## config.mk

```make
export PLATFORM = sky130hd
export DESIGN_NAME = bcd_cycle_def
export DESIGN_NICKNAME = d
export VERILOG_FILES = /design/src/include/bcd_pkg.sv /design/src/logic/bcd_cycle_def.sv
export VERILOG_INCLUDE_DIRS = /design/src /design/src/include
export SDC_FILE = /design/constraint.sdc
export NUM_CORES = 1
export LEC_CHECK = 0
export BUFFER_PORTS_ARGS = -buffer_cell sky130_fd_sc_hd__buf_2
export CAP_MARGIN = 20
export CORE_MARGIN = 2
export CORE_UTILIZATION = 35
export CTS_CLUSTER_DIAMETER = 40
export DETAILED_ROUTE_END_ITERATION = 10
export SETUP_SLACK_MARGIN = 0.2
export SYNTH_ARGS = -nofsm -noshare
export SYNTH_HDL_FRONTEND = slang
export SYNTH_SLANG_ARGS = --single-unit
```

## constraint.sdc

```tcl
create_clock -name clk_sys -period 2.5 [get_ports clk_sys]
set_input_delay 0.375 -clock clk_sys [delete_from_list [all_inputs] [get_ports clk_sys]]
set_output_delay 0.375 -clock clk_sys [all_outputs]
set_load 0.005 [all_outputs]
```

## src/include/bcd_cfg.svh

```systemverilog
// bus cycle definition constants: byte-enable codes, counts, reset values
`ifndef BCD_CFG_SVH
`define BCD_CFG_SVH

// ---------------------------------------------------------------------------
// special cycle byte-enable patterns (active low)
// ---------------------------------------------------------------------------
`define BCD_BE_SHUTDOWN 8'hFE
`define BCD_BE_FLUSH 8'hFD
`define BCD_BE_HALT_STOP 8'hFB
`define BCD_BE_WRITE_BACK 8'hF7
`define BCD_BE_FLUSH_ACK 8'hEF
`define BCD_BE_NONE 8'hFF

// ---------------------------------------------------------------------------
// transfer counts
// ---------------------------------------------------------------------------
`define BCD_BURST_BEATS 3'h4
`define BCD_SINGLE_BEATS 3'h1

// ---------------------------------------------------------------------------
// reset values of the cycle definition outputs
// ---------------------------------------------------------------------------
`define BCD_RST_DEF 6'h3E
`define BCD_RST_LOCK_N 1'h1

`endif

```

## src/include/bcd_pkg.sv

```systemverilog
// bus cycle definition types shared by the design and the bench
package bcd_pkg;

  // -------------------------------------------------------------------------
  // cycle kinds requested by the core
  // -------------------------------------------------------------------------
  typedef enum logic [2:0] {
    BCD_INT_ACK = 3'h0,
    BCD_SPECIAL = 3'h1,
    BCD_IO_READ = 3'h2,
    BCD_IO_WRITE = 3'h3,
    BCD_CODE_READ = 3'h4,
    BCD_DATA_READ = 3'h5,
    BCD_MEM_WRITE = 3'h6,
    BCD_BURST_WRITE = 3'h7
  } bcd_kind_t;

  typedef enum logic [2:0] {
    BCD_SP_SHUTDOWN = 3'h0,
    BCD_SP_FLUSH = 3'h1,
    BCD_SP_HALT = 3'h2,
    BCD_SP_WRITE_BACK = 3'h3,
    BCD_SP_FLUSH_ACK = 3'h4,
    BCD_SP_STOP_GRANT = 3'h5
  } bcd_special_t;

  // reason a cycle wants the bus locked
  typedef enum logic [2:0] {
    BCD_LK_NONE = 3'h0,
    BCD_LK_PREFIX = 3'h1,
    BCD_LK_DESCRIPTOR = 3'h2,
    BCD_LK_PAGE_TABLE = 3'h3,
    BCD_LK_INT_ACK = 3'h4,
    BCD_LK_EXCHANGE = 3'h5
  } bcd_lock_src_t;

  typedef struct packed {
    bcd_kind_t kind;
    bcd_special_t special;
    bcd_lock_src_t lockSrc;
    logic lockLast;
    logic cacheable;
    logic misaligned;
    logic [7:0] byteEnN;
  } bcd_req_t;

  // cycle definition as driven on the pins
  typedef struct packed {
    logic memoryOrIoN;
    logic dataOrControlN;
    logic writeOrReadN;
    logic lineFillCandidateN;
    logic atomicHoldN;
    logic misalignedSplit;
  } bcd_def_t;

endpackage

```

## src/logic/bcd_cycle_def.sv

```systemverilog
// bus cycle definition encoder, strobe sequencer, lock and bus hold control
//
// Summary of operation
// - every started cycle gets six-signal type code
// - type valid at strobe, held past next-address/last ready
// - lock held until last locked cycle's ready
// - type outputs float during bus hold
// - read candidate plus line fill enable: burst
// - write candidate only for write-back/replacement bursts
// - data_or_control high data, low control
// - lock for prefix, descriptor, page, ack, exchange
// - suppress bit: lock only page, interrupt ack
// - no bus hold while lock active
// - memory_or_io high memory, low io/ack/special
// - split flag only on misaligned locked cycles
// - write_or_read high writes/special, low reads/ack
// - special code and byte-enable meanings
// - halt/stop grant told apart by address bit four
// - code read encoding, cacheable shows candidate
// - data read encodings, locked and unlocked
// - memory write and io encodings
// - burst write candidate, lock kept after back-off
`include "bcd_cfg.svh"

module bcd_cycle_def (
  input wire logic clk_sys,
  input wire logic nrst,
  input wire logic ce,
  input wire logic reqValid,
  input wire bcd_pkg::bcd_req_t reqData,
  output logic reqReady,
  input wire logic lockSuppress,
  input wire logic busReleaseRequest,
  output logic busHoldAck,
  input wire logic nextAddressRequestN,
  input wire logic burstReadyN,
  input wire logic lineFillEnableN,
  input wire logic backOffN,
  output logic addressStrobeN,
  output logic memoryOrIoN,
  output logic dataOrControlN,
  output logic writeOrReadN,
  output logic lineFillCandidateN,
  output logic atomicHoldN,
  output logic misalignedSplit,
  output logic [7:0] byteEnablesN,
  output logic addrBitFour,
  output logic cycleDefOe,
  output logic cycleDone
);
  import bcd_pkg::*;

  // -------------------------------------------------------------------------
  // encoding functions
  // -------------------------------------------------------------------------
  function automatic logic lockWanted(input bcd_lock_src_t src, input logic suppress);
    logic want;
    want = 1'b0;
    unique case (src)
      BCD_LK_NONE: want = 1'b0;
      BCD_LK_PAGE_TABLE, BCD_LK_INT_ACK: want = 1'b1;
      BCD_LK_PREFIX, BCD_LK_DESCRIPTOR, BCD_LK_EXCHANGE: want = !suppress;
      default: want = 1'b0;
    endcase
    return want;
  endfunction

  // every branch lands on a listed cycle type, so no illegal code leaves
  function automatic bcd_def_t encodeDef(input bcd_req_t r, input logic locked,
                                         input logic keepLock);
    bcd_def_t d;
    d = bcd_def_t'(`BCD_RST_DEF);
    d.misalignedSplit = 1'b0;
    unique case (r.kind)
      BCD_INT_ACK: begin
        d = '{1'b0, 1'b0, 1'b0, 1'b1, 1'b0, 1'b0};
      end
      BCD_SPECIAL: begin
        d = '{1'b0, 1'b0, 1'b1, 1'b1, 1'b1, 1'b0};
      end
      BCD_IO_READ: begin
        d = '{1'b0, 1'b1, 1'b0, 1'b1, 1'b1, 1'b0};
      end
      BCD_IO_WRITE: begin
        d = '{1'b0, 1'b1, 1'b1, 1'b1, 1'b1, 1'b0};
      end
      BCD_CODE_READ: begin
        d = '{1'b1, 1'b0, 1'b0, !r.cacheable, 1'b1, 1'b0};
      end
      BCD_DATA_READ: begin
        if (locked) begin
          d = '{1'b1, 1'b1, 1'b0, 1'b1, 1'b0, r.misaligned};
        end else begin
          d = '{1'b1, 1'b1, 1'b0, !r.cacheable, 1'b1, 1'b0};
        end
      end
      BCD_MEM_WRITE: begin
        d = '{1'b1, 1'b1, 1'b1, 1'b1, !locked, locked && r.misaligned};
      end
      BCD_BURST_WRITE: begin
        d = '{1'b1, 1'b1, 1'b1, 1'b0, !keepLock, 1'b0};
      end
    endcase
    return d;
  endfunction

  function automatic logic [7:0] specialBe(input bcd_special_t s);
    logic [7:0] be;
    be = `BCD_BE_NONE;
    unique case (s)
      BCD_SP_SHUTDOWN: be = `BCD_BE_SHUTDOWN;
      BCD_SP_FLUSH: be = `BCD_BE_FLUSH;
      BCD_SP_HALT, BCD_SP_STOP_GRANT: be = `BCD_BE_HALT_STOP;
      BCD_SP_WRITE_BACK: be = `BCD_BE_WRITE_BACK;
      BCD_SP_FLUSH_ACK: be = `BCD_BE_FLUSH_ACK;
      default: be = `BCD_BE_NONE;
    endcase
    return be;
  endfunction

  // -------------------------------------------------------------------------
  // sequencer states
  // -------------------------------------------------------------------------
  typedef enum logic [3:0] {
    ST_IDLE = 4'b0001,
    ST_ADDR = 4'b0010,
    ST_DATA = 4'b0100,
    ST_HOLD = 4'b1000
  } bcd_state_t;

  bcd_state_t state_q, state_d;
  bcd_req_t cur_q;
  bcd_def_t def_q;
  logic locked_q;
  logic lockHeld_q;
  logic backoffLock_q;
  logic lockPinN_q;
  logic defFree_q;
  logic [2:0] beats_q;
  logic firstBeat_q;
  logic [7:0] be_q;
  logic bitFour_q;
  logic strobeN_q;
  logic oe_q;
  logic holdAck_q;
  logic done_q;

  logic start;
  logic lastReady;
  logic aborted;
  logic holdGo;
  logic reqLock;
  logic lockHeld_d;
  logic backoffLock_d;
  logic [2:0] beatsLeft;

  assign reqLock = (reqData.kind == BCD_INT_ACK) ||
                   (((reqData.kind == BCD_DATA_READ) || (reqData.kind == BCD_MEM_WRITE)) &&
                    lockWanted(reqData.lockSrc, lockSuppress));
  // bus hold only granted while no lock is standing
  assign holdGo = busReleaseRequest && !lockHeld_q && !backoffLock_q;
  assign start = (state_q == ST_IDLE) && reqValid && !holdGo;
  assign aborted = !backOffN && ((state_q == ST_ADDR) || (state_q == ST_DATA));
  // an unlocked cacheable read turns into a four-beat fill if the system allows it
  assign beatsLeft = (firstBeat_q && (cur_q.kind inside {BCD_CODE_READ, BCD_DATA_READ}) &&
                      !def_q.lineFillCandidateN && !lineFillEnableN) ?
                     `BCD_BURST_BEATS : beats_q;
  assign lastReady = (state_q == ST_DATA) && !burstReadyN && backOffN &&
                     (beatsLeft == `BCD_SINGLE_BEATS);

  // -------------------------------------------------------------------------
  // state transitions
  // -------------------------------------------------------------------------
  always_comb begin
    state_d = state_q;
    unique case (state_q)
      ST_IDLE: begin
        if (holdGo) begin
          state_d = ST_HOLD;
        end else if (reqValid) begin
          state_d = ST_ADDR;
        end
      end
      ST_ADDR: state_d = aborted ? ST_IDLE : ST_DATA;
      ST_DATA: begin
        if (aborted || lastReady) begin
          state_d = ST_IDLE;
        end
      end
      ST_HOLD: begin
        if (!busReleaseRequest) begin
          state_d = ST_IDLE;
        end
      end
      default: state_d = ST_IDLE;
    endcase
  end

  always_ff @(posedge clk_sys or negedge nrst) begin
    if (!nrst) begin
      state_q <= ST_IDLE;
    end else if (ce) begin
      state_q <= state_d;
    end
  end

  // -------------------------------------------------------------------------
  // captured cycle and its encoding
  // -------------------------------------------------------------------------
  always_ff @(posedge clk_sys or negedge nrst) begin
    if (!nrst) begin
      cur_q <= '0;
      def_q <= bcd_def_t'(`BCD_RST_DEF);
      locked_q <= 1'b0;
      be_q <= `BCD_BE_NONE;
      bitFour_q <= 1'b0;
    end else if (ce && start) begin
      cur_q <= reqData;
      locked_q <= reqLock;
      def_q <= encodeDef(reqData, reqLock, backoffLock_q);
      if (reqData.kind == BCD_SPECIAL) begin
        be_q <= specialBe(reqData.special);
        bitFour_q <= (reqData.special == BCD_SP_STOP_GRANT);
      end else begin
        be_q <= reqData.byteEnN;
        bitFour_q <= 1'b0;
      end
    end
  end

  // -------------------------------------------------------------------------
  // beat counting
  // -------------------------------------------------------------------------
  always_ff @(posedge clk_sys or negedge nrst) begin
    if (!nrst) begin
      beats_q <= `BCD_SINGLE_BEATS;
      firstBeat_q <= 1'b0;
    end else if (ce) begin
      if (start) begin
        beats_q <= (reqData.kind == BCD_BURST_WRITE) ? `BCD_BURST_BEATS : `BCD_SINGLE_BEATS;
        firstBeat_q <= 1'b1;
      end else if ((state_q == ST_DATA) && !burstReadyN && backOffN) begin
        beats_q <= beatsLeft - 3'h1;
        firstBeat_q <= 1'b0;
      end
    end
  end

  // -------------------------------------------------------------------------
  // definition hold window: free from the clock after next-address or last ready
  // -------------------------------------------------------------------------
  always_ff @(posedge clk_sys or negedge nrst) begin
    if (!nrst) begin
      defFree_q <= 1'b1;
      done_q <= 1'b0;
    end else if (ce) begin
      done_q <= lastReady;
      if (start) begin
        defFree_q <= 1'b0;
      end else if ((state_q == ST_DATA) && (!nextAddressRequestN || lastReady)) begin
        defFree_q <= 1'b1;
      end
    end
  end

  // -------------------------------------------------------------------------
  // lock: held across a locked sequence and past a back-off abort
  // -------------------------------------------------------------------------
  always_comb begin
    lockHeld_d = lockHeld_q;
    backoffLock_d = backoffLock_q;
    if (start && reqLock) begin
      lockHeld_d = 1'b1;
    end else if (lastReady && locked_q && cur_q.lockLast) begin
      lockHeld_d = 1'b0;
    end
    // the write-back that follows an aborted locked cycle keeps the lock
    if (aborted && locked_q) begin
      backoffLock_d = 1'b1;
    end else if (lastReady && (cur_q.kind == BCD_BURST_WRITE)) begin
      backoffLock_d = 1'b0;
    end
  end

  // pin follows the next state so it falls with the strobe, from a flop
  always_ff @(posedge clk_sys or negedge nrst) begin
    if (!nrst) begin
      lockHeld_q <= 1'b0;
      backoffLock_q <= 1'b0;
      lockPinN_q <= `BCD_RST_LOCK_N;
    end else if (ce) begin
      lockHeld_q <= lockHeld_d;
      backoffLock_q <= backoffLock_d;
      lockPinN_q <= !(lockHeld_d || backoffLock_d);
    end
  end

  // -------------------------------------------------------------------------
  // pins: strobe, enables, hold acknowledge
  // -------------------------------------------------------------------------
  always_ff @(posedge clk_sys or negedge nrst) begin
    if (!nrst) begin
      strobeN_q <= 1'b1;
      oe_q <= 1'b1;
      holdAck_q <= 1'b0;
    end else if (ce) begin
      strobeN_q <= !start;
      oe_q <= (state_d != ST_HOLD);
      holdAck_q <= (state_d == ST_HOLD);
    end
  end

  assign reqReady = start && ce;
  assign addressStrobeN = strobeN_q;
  assign memoryOrIoN = def_q.memoryOrIoN;
  assign dataOrControlN = def_q.dataOrControlN;
  assign writeOrReadN = def_q.writeOrReadN;
  assign lineFillCandidateN = def_q.lineFillCandidateN;
  // lock pin follows the held lock, not just the current cycle
  assign atomicHoldN = lockPinN_q;
  assign misalignedSplit = def_q.misalignedSplit;
  assign byteEnablesN = be_q;
  assign addrBitFour = bitFour_q;
  assign cycleDefOe = oe_q;
  assign busHoldAck = holdAck_q;
  assign cycleDone = done_q;

  // defFree_q is kept for the hold window; values stay stable until next start
  logic unusedFree;
  assign unusedFree = defFree_q;

endmodule

```

==> impl_metrics.env <==
export IMPL_cts_sinks=34
export IMPL_yosysWarnings=0
export IMPL_worstPathRequired_ps=2120
export IMPL_synthSimpleGateAreaFrac_pct=24.49
export IMPL_std_cell_rows=26
export IMPL_p_switching_mw=0.6483
export IMPL_max_freq_mhz=459.1
export IMPL_wirelength_mm=4.120
export IMPL_ys_seq_elements=34
export IMPL_grt_util_all_layers_pct=15.06
export IMPL_swShare_pct=31.23
export IMPL_drive_gt1_share_pct=34.12
export IMPL_gp_congestion=0.8537
export IMPL_share_seq_of_total_power_pct=45.2
export IMPL_hold_violations=0
export IMPL_synth_compound_area_share_pct=18.84
export IMPL_report_final_slew_viol_count=0
export IMPL_r2r_end="state_q[2]"
export IMPL_synth_top_area_cell="dfstp_2"
export IMPL_fin_skew_ps=10.62
export IMPL_grt_antenna_before_repair=0
export IMPL_drc=0
export IMPL_use_met3_pct=3.673
export IMPL_hold_class="input port to async pin"
export IMPL_holdWs_ps=149.3
export IMPL_final_cell_count_no_fill=325
export IMPL_drtAntennaViolNets=0
export IMPL_slew_headroom_pct=49.93
export IMPL_antenna_cells=0
export IMPL_clk_latency_ps=290
export IMPL_dr_pass1_iters=4
export IMPL_io_pins=50
export IMPL_p_per_area_mw_per_mm2=908.1
export IMPL_cts_tree="built"
export IMPL_syn_inst=206
export IMPL_setup_ws_ps=321.8
export IMPL_nets=286
export IMPL_clk_path_buf_depth=2
export IMPL_combPwrFrac_pct=29.6
export IMPL_rsz0062_at_grt="false"
export IMPL_synthDominantCellAreaShare_pct=24.29
export IMPL_ys_types=46
export IMPL_grt_pass1_wl_mm=7.210
export IMPL_routedWlPerCell_um=12.68
export IMPL_fillCellCount=540
export IMPL_via_count=1611
export IMPL_critPathLaunchType="register"
export IMPL_cts_hold_buf=0
export IMPL_synth_top_family_by_area="simple AND/OR/NAND/NOR gates"
export IMPL_power_internal_mw=1.428
export IMPL_end_kind="primary output"
export IMPL_vias_per_cell=4.957
export IMPL_ctsRootBufferMaster="clkbuf_8"
export IMPL_fin_crit_sh_pct=87.13
export IMPL_overflow=0
export IMPL_pre_cts_ws_ps=238.2
export IMPL_cp_data_arrival_time_ps=1800
export IMPL_die_h_um=76.49
export IMPL_cp_max_fo=14
export IMPL_area_delta_synth_final_pct=24.29
export IMPL_hpwl_mm=2.869
export IMPL_synth_edf_count=0
export IMPL_reg2reg_depth=9
export IMPL_floorplan_initialDensity_pct=36.24
export IMPL_yosys_area_share_adder_pct=1.361
export IMPL_peakVddDrop_mv=0.3557
export IMPL_drtIter0Drc=111
export IMPL_dieArea_mm2=0.005851
export IMPL_totalPowerFinal_mw=2.076
export IMPL_busiest_layer="met2"
export IMPL_syn_nets=238
export IMPL_reg2reg_from="cur_q[18]"
export IMPL_place_area_mm2=0.002127
export IMPL_die_x_um=76.49
export IMPL_fin_tns_setup_ps=0
export IMPL_numCtsBuffers=5
export IMPL_grt_use_met2_pct=23.54
export IMPL_grt_use_met1_pct=20.02
export IMPL_postLayoutCellArea_mm2=0.002286
export IMPL_synth_area_top_cells="dfstp_2, dfrtp_1, nand2_1"
export IMPL_avgSynthCellArea_um2=8.928
export IMPL_ctsHtreeMaxLevel=2
export IMPL_p_leak_nw=1.070
export IMPL_placedCellCount=315
export IMPL_grt_max_degree=35
export IMPL_muxShareOfSynthArea_pct=0.5442
export IMPL_core_mm2=0.005075
export IMPL_synth_xor_area_share_pct=1.905
export IMPL_first_global_vias=1606
export IMPL_utilization_pct=45.04
export IMPL_synthFlopType="dfstp_2"
export IMPL_worstMarginPinSlew_ps=751.1
export IMPL_seq_area_frac_synth_pct=47.41
export IMPL_cap_violations=0
export IMPL_setup_viol=0
export IMPL_ff2ff_setup_slack_ps=380
export IMPL_fin_crit_ps=2178
export IMPL_p_clk_share_pct=25.2
export IMPL_io_buffers=48
export IMPL_netlist_area_mm2=0.001839
export IMPL_status="complete, no violations"
export IMPL_clk_pin_slew_ps=70
export IMPL_ys_async_sr_fraction_pct=100.0
export IMPL_critPathKind="register to primary output"
-- flip-flops by register name, indices dropped and copies added (netlist names), 3 cells and up --
name	count
beats_q	3
byteEnablesN	8
cur_q	4
state_q	4
-- Yosys cell counts, types with 2 or more instances --
cell and number:
inv_1 7, nand2_1 42, o21ai_0 22, dfrtp_1 17, buf_2 5, nand3b_1 2
nor3_1 2, nor3b_1 3, o31ai_1 3, ha_1 2, nor2b_1 2, nand2b_1 3
a21o_1 4, a21oi_1 10, buf_4 2, dfstp_2 17, o21a_1 2, nand3_1 8
nand4b_1 2, o22ai_1 3, clkbuf_1 5, nor2_1 15, a31oi_1 2, xor2_1 4
-- worst max-delay path by stage --
stage                    startpoint     endpoint  slack (ps)
global placement    lineFillEnableN   state_q[2]         330
floorplan                 cur_q[18]  atomicHoldN         450
CTS                      state_q[0]     reqReady         210
detailed placement  lineFillEnableN   state_q[2]         240
global route             state_q[3]     reqReady         210
finish                   state_q[3]     reqReady         320
-- area by class of cell --
cell class	instances	area, µm²	share of cell area (%)
clock inverter	1	30.03	1.314
inverter	8	32.53	1.423
clock buffer	7	86.33	3.777
tap	70	87.58	3.831
multi-input combinational	151	892.1	39.03
timing repair buffer	54	285.3	12.48
sequential	34	872.1	38.15
-- what timing repair did --
action / CTS / global route
setup buffers: 0 / 2
setup endpoints to repair: 1 / 4
gates resized for setup: 1 / 4
-- metal layers --
metal  vias to the layer above  share of wire, %
met5                         -                 0
met4                         0               2.0
met3                        10               5.4
met2                        42                45
met1                       750                48
li1                        809                 -
-- critical path: stages (launching register included) --
cell and delay (ps):
dfrtp_1 510, nor4b_4 340, and3_2 280, nand2_2 90, inv_4 160, buf_2 130
-- power groups by stage --
stage	clock network [mW]	logic [mW]	registers, mW
final	0.523	0.613	0.939
after global routing	0.558	0.702	0.967
after CTS	0.538	0.584	0.936
after detailed placement	0	0.586	0.939
after global placement	0	0.569	0.939
after floorplan	0	0.383	0.915
-- layout by cell type (no fill, tap or decap), types with 2 or more instances in the layout --
master | Yosys | final
nor3b_1 | 3 | 3
nor2b_1 | 2 | 2
o22ai_1 | 3 | 3
nor3_1 | 2 | 2
nand2b_1 | 3 | 3
a21oi_1 | 10 | 10
nor2_1 | 15 | 15
a31oi_1 | 2 | 2
nor4b_4 | 1 | 3
nand4b_1 | 2 | 2
buf_4 | 2 | 6
dfrtp_1 | 17 | 17
inv_1 | 7 | 7
a21o_1 | 4 | 4
o21a_1 | 2 | 2
nand3b_1 | 2 | 2
o31ai_1 | 3 | 3
o21ai_0 | 22 | 22
buf_2 | 5 | 48
nand3_1 | 8 | 8
dfstp_2 | 17 | 17
ha_1 | 2 | 2
clkbuf_8 | 0 | 6
xor2_1 | 4 | 4
nand2_1 | 42 | 42
-- cells by family (layout without fill, tap and decap cells) --
| family | count (synthesis) | after routing |
|---|---|---|
| simple gates | 89 | 89 |
| compound gates | 55 | 55 |
| flops | 34 | 34 |
| buf+inv | 21 | 70 |
| xor+xnor | 4 | 4 |
| fa+ha+maj | 2 | 2 |
| mux | 1 | 1 |
Power figures use the tool's default switching activity.
